`config.mk`:
```
export PLATFORM = sky130hd
export DESIGN_NAME = brg_top
export DESIGN_NICKNAME = d
export VERILOG_FILES = /design/src/brg_pkg.sv /design/src/brg_top.sv /design/src/brg_vote.sv
export SDC_FILE = /design/constraint.sdc
export NUM_CORES = 1
export LEC_CHECK = 0
export BUFFER_PORTS_ARGS = -buffer_cell sky130_fd_sc_hd__buf_4
export CORE_MARGIN = 4
export CORE_UTILIZATION = 45
export DETAILED_ROUTE_END_ITERATION = 10
export HOLD_SLACK_MARGIN = 0.05
export MAX_ROUTING_LAYER = met4
export PLACE_DENSITY = 0.75
export SLEW_MARGIN = 20
export SYNTH_ARGS = -nofsm -noshare
export SYNTH_HDL_FRONTEND = slang
export SYNTH_SLANG_ARGS = --single-unit
```
`constraint.sdc`:
```
create_clock -name clock -period 7.2 [get_ports clock]
set_input_delay 0.72 -clock clock [delete_from_list [all_inputs] [get_ports clock]]
set_output_delay 0.72 -clock clock [all_outputs]
set_load 0.02 [all_outputs]
```
`src/brg_pkg.sv`:
```
// Package for the baud rate generator: register map, fields, reset values.
// Assumes a 32-bit APB slave with byte addresses; 8-bit registers and the 16-bit status in low bits.
package brg_pkg;
   localparam logic [11:0] ADDR_BAUD_CONTROL = 12'h000;
   localparam logic [11:0] ADDR_TRANSMIT_CONTROL = 12'h004;
   localparam logic [11:0] ADDR_DIVISOR_LOW = 12'h008;
   localparam logic [11:0] ADDR_DIVISOR_HIGH = 12'h00c;
   localparam logic [11:0] ADDR_STATUS = 12'h010;
   localparam int WIDE_BIT = 3;
   localparam int HIGH_SPEED_BIT = 2;
   localparam int SYNC_BIT = 4;
   localparam int MASTER_BIT = 7;
   localparam logic [7:0] BAUD_CONTROL_RST = 8'h00;
   localparam logic [7:0] BAUD_CONTROL_MASK = 8'h08;
   localparam logic [7:0] TRANSMIT_CONTROL_RST = 8'h00;
   localparam logic [7:0] TRANSMIT_CONTROL_MASK = 8'h94;
   localparam logic [7:0] DIVISOR_RST = 8'h00;
   localparam logic [5:0] PRESCALE_64 = 6'h3f;
   localparam logic [5:0] PRESCALE_16 = 6'h0f;
   localparam logic [5:0] PRESCALE_4 = 6'h03;
   localparam logic [1:0] VOTE_SAMPLES = 2'h3;

   typedef struct packed {
      logic psel;
      logic penable;
      logic pwrite;
      logic [11:0] paddr;
      logic [31:0] pwdata;
   } brg_apb_req_s;

   typedef struct packed {
      logic pready;
      logic pslverr;
      logic [31:0] prdata;
   } brg_apb_rsp_s;
endpackage

```
`src/brg_top.sv`:
```
// Baud rate generator with APB register access and receive-pin voter.
// Assumes APB master at the system clock; rx synchronous to clock.
`timescale 1ns/1ps
// How it works
// - One divider, 8 or 16 bits, both modes
// - Reset to 8-bit; wide select widens
// - Divisor pair sets free-running timer period
// - High-speed matters only in asynchronous mode
// - Factors 64, 16 and 4 per mode
// - Bit clock driven only in master mode
// - Divisor write clears the timer at once
// - Counts on system clock, rate follows it
// - Receive pin majority of three samples
module brg_top
   import brg_pkg::*;
(
   // Clock and reset
   input wire logic clock,
   input wire logic rst_n,
   // APB
   input wire brg_pkg::brg_apb_req_s apb_req,
   output brg_pkg::brg_apb_rsp_s apb_rsp,
   // Serial side
   input wire logic rx,
   output logic baud_tick_ff,
   output logic bit_clock_ff,
   output logic rx_bit_ff,
   output logic rx_bit_valid_ff
);
   import brg_pkg::*;

   logic [7:0] baud_control_ff;
   logic [7:0] transmit_control_ff;
   logic [7:0] divisor_low_byte_ff;
   logic [7:0] divisor_high_byte_ff;
   logic [15:0] rate_divider_ff;
   logic [5:0] prescale_ff;
   logic [5:0] nxt_prescale_max;
   logic [15:0] divisor;
   logic wide_divider_select;
   logic high_speed_select;
   logic sync_mode;
   logic master_mode;
   logic access;
   logic wr;
   logic div_write;
   logic timer_end;
   logic pre_end;
   logic [1:0] sample_ff;
   logic [31:0] rdata;
   logic vote_bit;
   logic vote_valid;

   assign access = apb_req.psel && apb_req.penable;
   assign wr = access && apb_req.pwrite;
   assign div_write = wr && (apb_req.paddr == ADDR_DIVISOR_LOW || apb_req.paddr == ADDR_DIVISOR_HIGH);

   assign wide_divider_select = baud_control_ff[WIDE_BIT];
   assign high_speed_select = transmit_control_ff[HIGH_SPEED_BIT];
   assign sync_mode = transmit_control_ff[SYNC_BIT];
   assign master_mode = transmit_control_ff[MASTER_BIT];
   // Upper byte ignored in narrow width
   assign divisor = wide_divider_select ? {divisor_high_byte_ff, divisor_low_byte_ff}
                                        : {8'h00, divisor_low_byte_ff};

   // Prescale choice per mode
   always_comb begin
      if (sync_mode) begin
         nxt_prescale_max = PRESCALE_4;
      end else begin
         case ({wide_divider_select, high_speed_select})
            2'b00: nxt_prescale_max = PRESCALE_64;
            2'b10: nxt_prescale_max = PRESCALE_16;
            2'b01: nxt_prescale_max = PRESCALE_16;
            2'b11: nxt_prescale_max = PRESCALE_4;
            default: nxt_prescale_max = PRESCALE_64;
         endcase
      end
   end

   // Registers
   always_ff @(posedge clock) begin
      if (!rst_n) begin
         baud_control_ff <= BAUD_CONTROL_RST;
         transmit_control_ff <= TRANSMIT_CONTROL_RST;
         divisor_low_byte_ff <= DIVISOR_RST;
         divisor_high_byte_ff <= DIVISOR_RST;
      end else if (wr) begin
         case (apb_req.paddr)
            ADDR_BAUD_CONTROL: baud_control_ff <= apb_req.pwdata[7:0] & BAUD_CONTROL_MASK;
            ADDR_TRANSMIT_CONTROL: transmit_control_ff <= apb_req.pwdata[7:0] & TRANSMIT_CONTROL_MASK;
            ADDR_DIVISOR_LOW: divisor_low_byte_ff <= apb_req.pwdata[7:0];
            ADDR_DIVISOR_HIGH: divisor_high_byte_ff <= apb_req.pwdata[7:0];
            default: ;
         endcase
      end
   end

   // Prescaler counts every system clock; divider steps only when the prescaler ends
   assign pre_end = (prescale_ff >= nxt_prescale_max);
   assign timer_end = pre_end && (rate_divider_ff == 16'h0000);

   always_ff @(posedge clock) begin
      if (!rst_n || div_write) begin
         prescale_ff <= 6'h00;
      end else if (pre_end) begin
         prescale_ff <= 6'h00;
      end else begin
         prescale_ff <= prescale_ff + 6'h01;
      end
   end

   always_ff @(posedge clock) begin
      if (!rst_n) begin
         rate_divider_ff <= 16'h0000;
      end else if (div_write) begin
         rate_divider_ff <= wide_divider_select ? {divisor_high_byte_ff, divisor_low_byte_ff}
                                                : {8'h00, divisor_low_byte_ff};
         if (apb_req.paddr == ADDR_DIVISOR_LOW) begin
            rate_divider_ff[7:0] <= apb_req.pwdata[7:0];
         end else if (wide_divider_select) begin
            rate_divider_ff[15:8] <= apb_req.pwdata[7:0];
         end
      end else if (pre_end) begin
         if (rate_divider_ff == 16'h0000) begin
            rate_divider_ff <= divisor;
         end else begin
            rate_divider_ff <= rate_divider_ff - 16'h0001;
         end
      end
   end

   // Tick and bit clock output
   always_ff @(posedge clock) begin
      if (!rst_n) begin
         baud_tick_ff <= 1'b0;
         bit_clock_ff <= 1'b0;
      end else begin
         baud_tick_ff <= timer_end && !div_write;
         if (!master_mode) begin
            bit_clock_ff <= 1'b0;
         end else if (timer_end && !div_write) begin
            bit_clock_ff <= 1'b1;
         end else begin
            bit_clock_ff <= 1'b0;
         end
      end
   end

   // Three samples spread over each bit period
   always_ff @(posedge clock) begin
      if (!rst_n || div_write) begin
         sample_ff <= 2'h0;
      end else if (timer_end) begin
         sample_ff <= (sample_ff == VOTE_SAMPLES) ? 2'h0 : sample_ff + 2'h1;
      end
   end

   brg_vote u_vote (
      .clock(clock),
      .rst_n(rst_n),
      .sample(timer_end && (sample_ff != 2'h0) && !div_write),
      .clear(div_write),
      .rx(rx),
      .bit_value_ff(vote_bit),
      .bit_valid_ff(vote_valid)
   );

   always_ff @(posedge clock) begin
      if (!rst_n) begin
         rx_bit_ff <= 1'b1;
         rx_bit_valid_ff <= 1'b0;
      end else begin
         rx_bit_ff <= vote_bit;
         rx_bit_valid_ff <= vote_valid;
      end
   end

   // Read mux
   always_comb begin
      rdata = 32'h0000_0000;
      case (apb_req.paddr)
         ADDR_BAUD_CONTROL: rdata = {24'h000000, baud_control_ff};
         ADDR_TRANSMIT_CONTROL: rdata = {24'h000000, transmit_control_ff};
         ADDR_DIVISOR_LOW: rdata = {24'h000000, divisor_low_byte_ff};
         ADDR_DIVISOR_HIGH: rdata = {24'h000000, divisor_high_byte_ff};
         ADDR_STATUS: rdata = {16'h0000, rate_divider_ff};
         default: rdata = 32'h0000_0000;
      endcase
   end

   assign apb_rsp.pready = 1'b1;
   assign apb_rsp.pslverr = access && !(apb_req.paddr == ADDR_BAUD_CONTROL ||
      apb_req.paddr == ADDR_TRANSMIT_CONTROL || apb_req.paddr == ADDR_DIVISOR_LOW ||
      apb_req.paddr == ADDR_DIVISOR_HIGH || apb_req.paddr == ADDR_STATUS);
   assign apb_rsp.prdata = access ? rdata : 32'h0000_0000;
endmodule

```
`src/brg_vote.sv`:
```
// Three-sample majority voter for the receive pin.
// Assumes rx is synchronous to clock; sample strobe comes from the divider.
`timescale 1ns/1ps
module brg_vote (
   // Clock and reset
   input wire logic clock,
   input wire logic rst_n,
   // Sampling
   input wire logic sample,
   input wire logic clear,
   input wire logic rx,
   // Result
   output logic bit_value_ff,
   output logic bit_valid_ff
);
   logic [1:0] count_ff;
   logic [1:0] ones_ff;
   logic [1:0] nxt_ones;

   assign nxt_ones = ones_ff + {1'b0, rx};

   always_ff @(posedge clock) begin
      if (!rst_n || clear) begin
         count_ff <= 2'h0;
         ones_ff <= 2'h0;
      end else if (sample) begin
         if (count_ff == 2'h2) begin
            count_ff <= 2'h0;
            ones_ff <= 2'h0;
         end else begin
            count_ff <= count_ff + 2'h1;
            ones_ff <= nxt_ones;
         end
      end
   end

   // Decide on the third sample
   always_ff @(posedge clock) begin
      if (!rst_n) begin
         bit_value_ff <= 1'b1;
         bit_valid_ff <= 1'b0;
      end else begin
         bit_valid_ff <= sample && (count_ff == 2'h2);
         if (sample && (count_ff == 2'h2)) begin
            bit_value_ff <= (nxt_ones >= 2'h2);
         end
      end
   end
endmodule

```
==> impl_results.md, run 1 <==
* Yosys warns at 0
* Clock Skews at 0.00767 ns
* Setup TNS at 0 ns
* Primary flip-flop cell chosen by synthesis mapping: dfxtp_1
* RR Endpoint: u_vote.bit_value_ff$_SDFFE_PN1P_
* # H-tree levels at 2
* Port buffer count at 46
* DRT Pass-1 Iters at 7
* Vias at approximately 3400
* Status: completed
* EDFF count, synth at 0
* RSZ-0062 raised after global routing: no
* Final Hold Fails at 0
* Vias in the first global route at about 3200
* Global-route usage over all layers at 0.225
* CTS sink count at 54
* Register area share after synthesis at 0.315
* Critical path class: input pin to output port
* Max-slew headroom at 0.326
* Ant. Diodes at 0
* Max Freq at 0.294 GHz
* Mapped Avg Cell Area at 8.16 um2
* Routed wire length at 9790 um
* Tcrit/Tclk final at 0.472
* Largest area contributor in the netlist: dfxtp_1
* Post-route DRC at 0
* Hold Path End: rx_bit_ff$_SDFF_PN1_
* Die width at ~95 um
* Power density over the cells at approximately 130 nW/um2
* Top cells by area, synth: dfxtp_1, nand2_1, a21oi_1
* CP Max Fanout at 11
* WP data arrival at roughly 2.7 ns
* Reg2reg start: baud_control_ff[3]$_SDFFE_PN0P_
* Slew @ Worst Pin at between 1 and 1.5 ns
* CTS buffer count at 5
* Dpl hpwl at between 7000 and 8000 um
* Latest clock arrival within the worst-skew pair at ~0.31 ns
* Post-CTS sizing at 0
* Final setup viols at 0
* CTS Buffer Depth at 2
* Buf/Inv on CP at 2
* Initial antenna violation count at 0
* Std cell rows at 31
* DIE HEIGHT at about 95 um
* Placed inst area at approximately 3700 um2
* Grt ovf at 0
* Cell Chain, Critical Path: buf_4 -> nor4_4 -> and3_1 -> and3_1 -> o21bai_1 -> a21oi_1 -> buf_4
* Most common cell after layout, fill and taps aside: dfxtp_1
* Share of cells above drive strength 1 at 0.157
* Crit end category: output port
* Critical path data required time at between 6 and 7 ns
* Root buffer cell: clkbuf_8
* Total core area at approximately 7300 um2
* Worst min-delay path class: flop to flop
* First-pass GRT wire length at around 16000 um
* Synth cell types at ~70
* Post-layout min period at roughly 3.4 ns
* Routed length per instance at about 18 um
* Commonest non-fill, non-tap cells in the layout: dfxtp_1, nand2_1, buf_4, a21oi_1, nor2_1
* CTS clock-pin slew for the worst setup and hold paths at roughly 0.10 ns
* Fill cell count at 728
* Ports at 88
* Largest net degree at the start of global routing at 25
* NumNets Final at between 500 and 600
* Number of max-cap violations at 0
* Worst path slowest cell: and3_1
* Top delay family on crit path: simple AND/OR/NAND/NOR gates
* Gpl congestion at between 1 and 1.5
* VDD IR-drop max at about 60 uV
* Async set-reset flop share out of synthesis at 0
* Hold-fix buffers, CTS at 0
* Synthesis-to-finish area growth at 11.6%
* Vias/cell at roughly 6.2
* Worst path depth at 7
* Pleak at between 0.0015 and 0.002 uW
* Final instance area at 3830 um2
* Post-Syn Instances at between 400 and 500
* Crit-path max cell delay at 0.44 ns
* Origin of the worst min-delay path: u_vote.bit_value_ff$_SDFFE_PN1P_
* Post-CTS Setup Inserts at 0
* Die Area at 9090 um2
* Post-synthesis cell area at 3430 um2
* CTS tree: yes
* Initial drt markers at between 300 and 400
* Post-route ant nets at 0
* Final Slew Violations at 0
* Initial Utilization at 0.468
* WHS Path Cells at 1
* Yosys reg bits at 54
* CP Launch Type: input pin
* Worst r2r path cells at 7
* Post-synth top area share at 0.315
* Register-to-register setup slack at between 4 and 5 ns
-- power breakdown --
| group | switching [uW] | internal [uW] |
|---|---|---|
| logic | 26.3 | 14.6 |
| registers | 1.04 | 300 |
| clock network | 102 | 66.7 |
| total | 129 | 381 |
-- stage by stage --
step	util	worst slack, ns	power [uW]	hold WS [ns]	instances
after CTS	0.523	3.85	513	0.441	552
after global placement	0.511	3.88	348	0.410	545
final	0.523	3.80	510	0.438	552
after global routing	0.523	3.65	530	0.470	552
after floorplan	-	4.23	336	0.402	436
after detailed placement	0.511	3.86	348	0.417	545
-- logic make-up (layout without fill, tap and decap cells) --
group                      count (synthesis)  after routing  synth area share
xor gates and xnor gates                   7              7            0.0179
other                                      2             17           0.00219
adders and majority gates                 10             10            0.0364
muxes                                     22             22            0.0663
DFF                                       54             54             0.315
AOI/OAI and AO/OA                        113            113             0.227
and+or+nand+nor                          167            167             0.263
buffers and inverters                     46             63            0.0722
-- layout make-up --
type | count | area, um2 | area share
sequential | 54 | 1080 | 0.282
inverter | 10 | 37.5 | 0.00979
multi-input combinational | 336 | 2160 | 0.564
timing repair buffer | 46 | 345 | 0.0901
tap | 99 | 124 | 0.0323
clock buffer | 5 | 68.8 | 0.0180
clock inverter | 2 | 15.0 | 0.00392
-- flip-flops by register name (all words and copies together) (netlist names) --
register and flops:
u_vote.bit_value_ff 1, u_vote.count_ff 2, rx_bit_ff 1, baud_tick_ff 1, baud_control_ff 1, u_vote.ones_ff 2, divisor_low_byte_ff 8, divisor_high_byte_ff 8
rx_bit_valid_ff 1, transmit_control_ff 3, rate_divider_ff 16, prescale_ff 6, u_vote.bit_valid_ff 1, bit_clock_ff 1, sample_ff 2
-- cells in the mapped netlist, types with 3 or more instances --
cell,instances
a21o_1,4
nand4_1,7
o21ai_1,9
xor2_1,4
inv_1,10
a31oi_1,3
buf_2,3
nand2_1,47
nor3_1,6
mux2_2,5
a22oi_1,11
and2_1,13
o21ai_0,7
a222oi_1,4
dfxtp_1,54
ha_1,10
nor4_1,4
nand2b_1,5
xnor2_1,3
o2bb2ai_1,4
or4_1,4
a32oi_1,3
mux2i_1,16
a21oi_1,32
o22ai_1,10
or3_1,5
nor3b_1,3
nand3_1,18
a22o_1,4
nor2_1,28
buf_4,17
clkbuf_1,15
and3_1,7
-- worst max-delay path by stage --
stage,endpoint,from
floorplan,apb_rsp[4],apb_req[39]
global placement,rate_divider_ff[1]$_SDFFE_PN0P_,apb_req[39]
detailed placement,rate_divider_ff[1]$_SDFFE_PN0P_,apb_req[39]
CTS,apb_rsp[7],apb_req[39]
global route,apb_rsp[7],apb_req[39]
finish,apb_rsp[4],apb_req[39]
-- metal layers --
metal | track usage | part of all wire | vias up
met5 | - | 0 | -
met4 | 0.0877 | 0.021 | 0
met3 | 0.0276 | 0.088 | 19
met2 | 0.356 | 0.48 | 210
met1 | 0.292 | 0.41 | 1630
li1 | - | - | 1590
Note: power is estimated with default switching activity, not from simulation.
==> run 2: changes to the inputs <==
- ABC_AREA: default -> 1
- PLACE_DENSITY: 0.75 -> 0.76
- clock period: 7.2 -> 2.9 ns (I/O delays scaled with it)
==> run 2 against run 1 <==
  * Worst hold slack worse by 0.19 ns
  * Sequential power up 150%
  * Wire length grew 14%
  * Cell area is 12% higher
  * Register-to-register slack worse by 3.7 ns
  * Sequential cell count unchanged
  * Power rose to 2.7 times the previous value
  * Global-route usage grew 0.31 points
  * Synthesized area grew 12%
  * Utilization down 0.13 points
==> impl_results.md, run 2 <==
* Status: completed
* Most frequent cell after synthesis: nand2_1
* Share of cells above drive strength 1 at 0.137 (-0.0197)
* Ant. Diodes at 0 (unchanged)
* Yosys warns at 0 (unchanged)
* CTS sink count at 54 (unchanged)
* Worst min-delay path class: input pin to flop
* Yosys reg bits at 54 (unchanged)
* Primary flip-flop cell chosen by synthesis mapping: dfxtp_1
* Max Freq at approximately 0.42 GHz
* Crit end category: flop
* RSZ-0062 raised after global routing: no
* Latest clock arrival within the worst-skew pair at 0.31 ns (about the same)
* Reg with most FFs: rate_divider_ff
* Register area share after synthesis at 0.280 (-0.0346)
* Initial Utilization at 0.467 (-0.00122)
* Post-synth top area share at 0.280 (-0.0346)
* Setup WS pre-CTS at 0.637 ns (-3.22 ns)
* Most used cell, CP: nand3_1
* Post-Syn Instances at 617 (+47%)
* DIE HEIGHT at 101 um (+5.5%)
* Post-CTS Setup Inserts at 0 (unchanged)
* Top post-synthesis cells by count: nand2_1, nor2_1, inv_1
* Final Hold Fails at 0 (unchanged)
* EDFF count, synth at 0 (unchanged)
* Post-synthesis cell area at 3860 um2 (+12%)
* CP Launch Type: flop
* Vias at 4056 (+18%)
* Std cell rows at 33 (+6.5%)
* CTS tree: yes
* Placed inst area at 4190 um2 (+12%)
* Async set-reset flop share out of synthesis at 0 (unchanged)
* Hold-fix buffers, CTS at 0 (unchanged)
* Ports at 88 (unchanged)
* NumNets Final at 717 (+40%)
* Clock Skews at 0.0179 ns (+0.0102 ns)
* Synthesis-to-finish area growth at 11.6% (about the same)
* Die Area at 10100 um2 (+11%)
* Largest net degree at the start of global routing at 29 (+16%)
* Max FFs per register at 16 (unchanged)
* Synth cell types at 37 (-46%)
* Tcrit/Tclk final at 0.827
* Largest area contributor in the netlist: dfxtp_1
* Initial antenna violation count at 0 (unchanged)
* Commonest non-fill, non-tap cells in the layout: nand2_1, nor2_1, inv_1, nand3_1, dfxtp_1
* Final Slew Violations at 0 (unchanged)
* Top Registers: rate_divider_ff: 16 flops, divisor_high_byte_ff: 8 flops, divisor_low_byte_ff: 8 flops
* CP Max Fanout at 8 (-3)
* Power density over the cells at 322 nW/um2 (+140%)
* Setup TNS at 0 ns (unchanged)
* Final core occ at 0.522 (-0.00127)
* Number of max-cap violations at 0 (unchanged)
* Mapped Avg Cell Area at 6.25 um2 (-23%)
* Crit-path max cell delay at 0.43 ns (about the same)
* Slew @ Worst Pin at 0.563 ns (-0.445 ns)
* Port buffer count at 46 (unchanged)
* VDD IR-drop max at 167 uV (+170%)
* Critical path data required time at 3.14 ns (-3.34 ns)
* Most common cell after layout, fill and taps aside: nand2_1
* Cell Chain, Critical Path: inv_1 -> o21ai_0 -> ha_1 -> nand3_1 -> nor2_1 -> nor2_4 -> buf_4 -> nor2_2 -> nand3_1 -> a21oi_1
* WP data arrival at 2.63 ns (-0.05 ns)
* Routed length per instance at 14.7 um (-17%)
* CTS clock-pin slew for the worst setup and hold paths at 0.11 ns (about the same)
* Final setup viols at 0 (unchanged)
* Post-route ant nets at 0 (unchanged)
* CTS Buffer Depth at 2 (unchanged)
* Critical path class: flop to flop
* Global-route usage over all layers at 0.228 (+0.00305)
* CTS buffer count at 5 (unchanged)
* Reg2reg start: baud_control_ff[3]$_SDFFE_PN0P_
* DRT Pass-1 Iters at 5 (-2)
* Vias/cell at 5.32 (-15%)
* Routed wire length at 11200 um (+14%)
* Fin Hold WS at 0.252 ns (-0.186 ns)
* First-pass GRT wire length at 17900 um (+14%)
* Post-route DRC at 0 (unchanged)
* Top cells by area, synth: dfxtp_1, nand2_1, nor2_1
* Vias in the first global route at 3696 (+16%)
* # H-tree levels at 2 (unchanged)
* Post-layout min period at approximately 2.4 ns
* Initial drt markers at 402 (+14%)
* Gpl congestion at 1.02 (+0.17%)
* Total core area at 8260 um2 (+13%)
* Final instance area at 4310 um2 (+12%)
* Die width at 101 um (+5.5%)
* Max-slew headroom at 0.624 (+0.298)
* Post-CTS sizing at 0 (unchanged)
* Origin of the worst min-delay path: apb_req[4]
* Pleak at 0.00208 uW (+27%)
* Root buffer cell: clkbuf_8
* Worst path slowest cell: o21ai_0
* Dpl hpwl at 8480 um (+16%)
* Crit. Startpoint: baud_control_ff[3]$_SDFFE_PN0P_
* Final WS setup at 0.501 ns (-3.30 ns)
* Grt ovf at 0 (unchanged)
[run 2: changes by cell type after synthesis, moves of 6 or more]
cell / previous run / this run
nor2_2: 1 / 7
nand3_1: 18 / 55
mux2i_1: 16 / 0
inv_1: 10 / 75
clkbuf_1: 15 / 6
and3_1: 7 / 0
and2_1: 13 / 0
nor2_1: 28 / 81
a22oi_1: 11 / 0
nand2_1: 47 / 161
o21ai_0: 7 / 36
o21ai_1: 9 / 2
[run 2: kinds of logic (layout without fill, tap and decap cells)]
group	Yosys count	after routing	synth area share
AO/OA/AOI/OAI	85	85	0.117
XOR/XNOR	6	6	0.0136
adder cells (fa/ha/maj)	10	10	0.0324
buffers and inverters	111	136	0.138
flip-flops	54	54	0.280
other	2	17	0.00195
AND/OR/NAND/NOR	349	349	0.417
[run 2: area by class of cell]
type,instances,area [um2]
tap,105,131
fill,843,3950
inverter,77,289
clock buffer,6,82.6
multi-input combinational,467,2300
timing repair buffer,52,390
sequential,54,1080
clock inverter,1,30.0
[run 2: metrics by stage]
stage	std cells	total power [uW]
finish	762	1390
global route	762	1430
CTS	762	1400
detailed placement	755	868
global placement	755	865
floorplan	632	842
[run 2: per-layer routing]
layer / part of all wire / wire length [um] / vias up / global-route usage
met3: 0.081 / 909 / 20 / 0.0443
met5: 0 / 0 / - / -
met4: 0.025 / 275 / 0 / 0.0777
met1: 0.43 / 4830 / 1837 / 0.295
met2: 0.46 / 5160 / 176 / 0.356
li1: - / - / 2023 / -
[run 2: path summary, 6_finish.rpt]
path,depth (start not counted),slack [ns],end
worst max-delay path,10,0.50,rate_divider_ff[12]$_SDFFE_PN0P_
worst min-delay path,3,0.25,transmit_control_ff[4]$_SDFFE_PN0P_
worst max register to register,10,0.50,rate_divider_ff[12]$_SDFFE_PN0P_
worst min register to register,2,0.42,rx_bit_valid_ff$_SDFF_PN0_
[run 2: report_power, final]
part | switching (uW) | total (uW) | leakage (uW) | internal, uW
combinational | 70.0 | 106 | 0.00158 | 35.6
clock | 256 | 533 | 0.0000573 | 277
sequential | 2.57 | 747 | 0.000435 | 744
[run 2: worst max-delay path: cells and delay by family (launching register included)]
kind,cells,cell delay [ns]
simple gates,5,0.85
compound gates,2,0.63
flops,1,0.34
buf+inv,2,0.27
fa+ha+maj,1,0.22
==> run 3: changes to the inputs <==
- clock period: 2.9 -> 2.2 ns (I/O delays scaled with it)
==> run 3 against run 2 <==
  * Setup slack worse by 0.37 ns
  * Register-to-register slack worse by 0.37 ns
  * First-iteration DRC count shrank 8.5%
  * Clock power grew 35%
  * Count of clock-buffer cells in the layout is 1 lower
  * Largest cell class unchanged
  * Sequential share of layout area is 1.1 points lower
  * Largest power group unchanged
  * Cell area grew 4.6%
  * Power is 34% higher
  * Clock skew decreased by 0.0051 ns
==> impl_results.md, run 3 (synthesis gave the netlist of run 2 again) <==
* Latest clock arrival within the worst-skew pair at 0.32 ns (about the same)
* Post-route ant nets at 0 (unchanged)
* Fin Hold WS at 0.182 ns (-0.0695 ns)
* Hold-fix buffers, CTS at 0 (unchanged)
* Grt ovf at 0 (unchanged)
* Crit-path max cell delay at 0.37 ns (-0.06 ns)
* Post-layout min period at 2.07 ns (-0.326 ns)
* Ant. Diodes at 0 (unchanged)
* Final Hold Fails at 0 (unchanged)
* First-pass GRT wire length at 18000 um (+0.31%)
* Initial drt markers at 368 (-8.5%)
* Port buffer count at 46 (unchanged)
* CTS tree: yes
* Synthesis-to-finish area growth at 16.8%
* Clock Skews at 0.0128 ns (-0.00507 ns)
* Dpl hpwl at 8540 um (+0.71%)
* Routed length per instance at 14.6 um (-0.44%)
* Multi-input gate area at 2370 um2 (+2.9%)
* Most common cell after layout, fill and taps aside: nand2_1
* Vias in the first global route at 3716 (+0.54%)
* CP Launch Type: flop
* Final setup viols at 0 (unchanged)
* Vias/cell at 5.31 (-0.15%)
* Clock share of power at 0.388 (+0.003)
* Post-route DRC at 0 (unchanged)
* Cell Chain, Critical Path: inv_4 -> o21ai_2 -> buf_4 -> ha_4 -> nand2_1 -> nand2_1 -> nand2_1 -> nand2_2 -> nor2_4 -> nand3_4 -> nor2_8 -> clkbuf_16 -> nand2_1 -> nand2_1
* CTS sink count at 54 (unchanged)
* Final instance area at 4510 um2 (+4.6%)
* Root buffer cell: clkbuf_8
* Gpl congestion at 0.989 (-2.7%)
* Register-to-register setup slack at 0.13 ns (-0.37 ns)
* Commonest non-fill, non-tap cells in the layout: nand2_1, nor2_1, inv_1, buf_4, nand3_1
* Worst r2r path cells at 14 (+4)
* Ports at 88 (unchanged)
* DIE HEIGHT at 101 um (unchanged)
* Final core occ at 0.546 (+0.0242)
* Crit. Startpoint: baud_control_ff[3]$_SDFFE_PN0P_
* Max-slew headroom at 0.636 (+0.0125)
* Placed inst area at 4270 um2 (+1.9%)
* Setup TNS at 0 ns (unchanged)
* VDD IR-drop max at 285 uV (+70%)
* P_sw at 467 uW (+42%)
* Top Registers: rate_divider_ff: 16 flops, divisor_high_byte_ff: 8 flops, divisor_low_byte_ff: 8 flops
* Reg2reg start: baud_control_ff[3]$_SDFFE_PN0P_
* WP data arrival at 2.34 ns (-0.29 ns)
* CP endpoint: rate_divider_ff[0]$_SDFFE_PN0P_
* Power density over the cells at 411 nW/um2 (+28%)
* Most used cell, CP: nand2_1
* CTS buffer count at 5 (unchanged)
* Initial antenna violation count at 0 (unchanged)
* # H-tree levels at 2 (unchanged)
* Sw frac at 0.252 (+0.0153)
* Crit end category: flop
* Combinational power share at 0.080 (+0.004)
* Critical path data required time at 2.46 ns (-0.68 ns)
* Cell-internal power at 1380 uW (+31%)
* Number of max-cap violations at 0 (unchanged)
* Initial Utilization at 0.467 (unchanged)
* RSZ-0062 raised after global routing: no
* Status: completed
* Share of cells above drive strength 1 at 0.173 (+0.0361)
* Critical path class: flop to flop
* CTS clock-pin slew for the worst setup and hold paths at 0.11 ns (about the same)
* Std cell rows at 33 (unchanged)
* Total core area at 8260 um2 (unchanged)
* Routed wire length at 11300 um (+1.3%)
* Vias at 4119 (+1.6%)
* NumNets Final at 729 (+1.7%)
* Worst path slowest cell: dfxtp_2
* Fill cell count at 823 (-2.4%)
* Max FFs per register at 16 (unchanged)
* Pleak at 0.00216 uW (+3.9%)
* CTS Buffer Depth at 2 (unchanged)
* Slew @ Worst Pin at 0.544 ns (-0.0187 ns)
* Die width at 101 um (unchanged)
* Seq. cell area at 1080 um2 (+0.23%)
* Reg with most FFs: rate_divider_ff
* Largest net degree at the start of global routing at 29 (unchanged)
* Tcrit/Tclk final at 0.942 (+0.115)
* Max Freq at 0.483 GHz (+16%)
* DRT Pass-1 Iters at 6 (+1)
* Die Area at 10100 um2 (unchanged)
* RR Endpoint: rate_divider_ff[0]$_SDFFE_PN0P_
* Worst min-delay path class: input pin to flop
* CP Max Fanout at 7 (-1)
* Reg power frac at 0.532 (-0.007)
* Final Slew Violations at 0 (unchanged)
* Global-route usage over all layers at 0.229 (+0.00110)
run 3: cell types whose count changed in the layout (fill, tap and decap cells not counted), moves of 2 or more:
cell	before	now
inv_1	75	72
inv_4	0	2
dfxtp_2	0	2
buf_4	52	62
dfxtp_1	54	52
ha_4	0	2
nand3_4	2	4
ha_1	10	8
run 3: worst min path at each step:
stage | startpoint | to | slack [ns] | cells past startpoint
CTS | apb_req[4] | transmit_control_ff[4]$_SDFFE_PN0P_ | 0.17 | 3
global placement | u_vote.bit_valid_ff$_SDFF_PN0_ | rx_bit_valid_ff$_SDFF_PN0_ | 0.40 | 2
floorplan | apb_req[2] | transmit_control_ff[2]$_SDFFE_PN0P_ | 0.36 | 2
finish | apb_req[4] | transmit_control_ff[4]$_SDFFE_PN0P_ | 0.18 | 3
global route | apb_req[4] | transmit_control_ff[4]$_SDFFE_PN0P_ | 0.18 | 3
detailed placement | u_vote.bit_valid_ff$_SDFF_PN0_ | rx_bit_valid_ff$_SDFF_PN0_ | 0.41 | 2
run 3: per-layer routing:
layer,up-vias,part of all wire,track usage
li1,2048,-,-
met4,0,0.030,0.0694
met5,-,0,-
met2,197,0.47,0.370
met3,26,0.090,0.0367
met1,1848,0.41,0.294
run 3: power by group through the flow:
stage	registers (uW)	clock network (uW)	logic, uW
after floorplan	1010	0	103
after global placement	1010	0	139
after detailed placement	1010	0	142
after CTS	985	724	143
after global routing	986	767	165
final	985	717	149
run 3: per-stage QoR:
stage / instances / worst slack [ns] / power, uW
after floorplan: 632 / 0.153 / 1110
after global placement: 764 / 0.127 / 1150
after detailed placement: 764 / 0.0940 / 1150
after CTS: 772 / 0.0709 / 1850
after global routing: 775 / 0.0106 / 1920
final: 775 / 0.128 / 1850
run 3: timing repair:
| item | 4_1_cts | 5_1_grt |
|---|---|---|
| resized for setup | 0 | 19 |
| endpoints found under the hold margin | 0 | 0 |
| endpoints found under the setup margin | 0 | 19 |
| buffers inserted | 0 | 2 |
run 3: critical path: cells and delay by family, from the launching register on:
| kind | cells | cell delay, ns |
|---|---|---|
| compound gates | 1 | 0.12 |
| fa+ha+maj | 1 | 0.20 |
| buf+inv | 3 | 0.36 |
| flops | 1 | 0.37 |
| simple gates | 9 | 0.98 |
run 3: cell type report:
class                   count  share of cell area
clock inverters             3              0.0108
multi-input cells         467               0.526
clock buffers               5              0.0153
repair buffers             64               0.113
inverters                  77              0.0652
flip-flops and latches     54               0.240
well taps                 105              0.0292
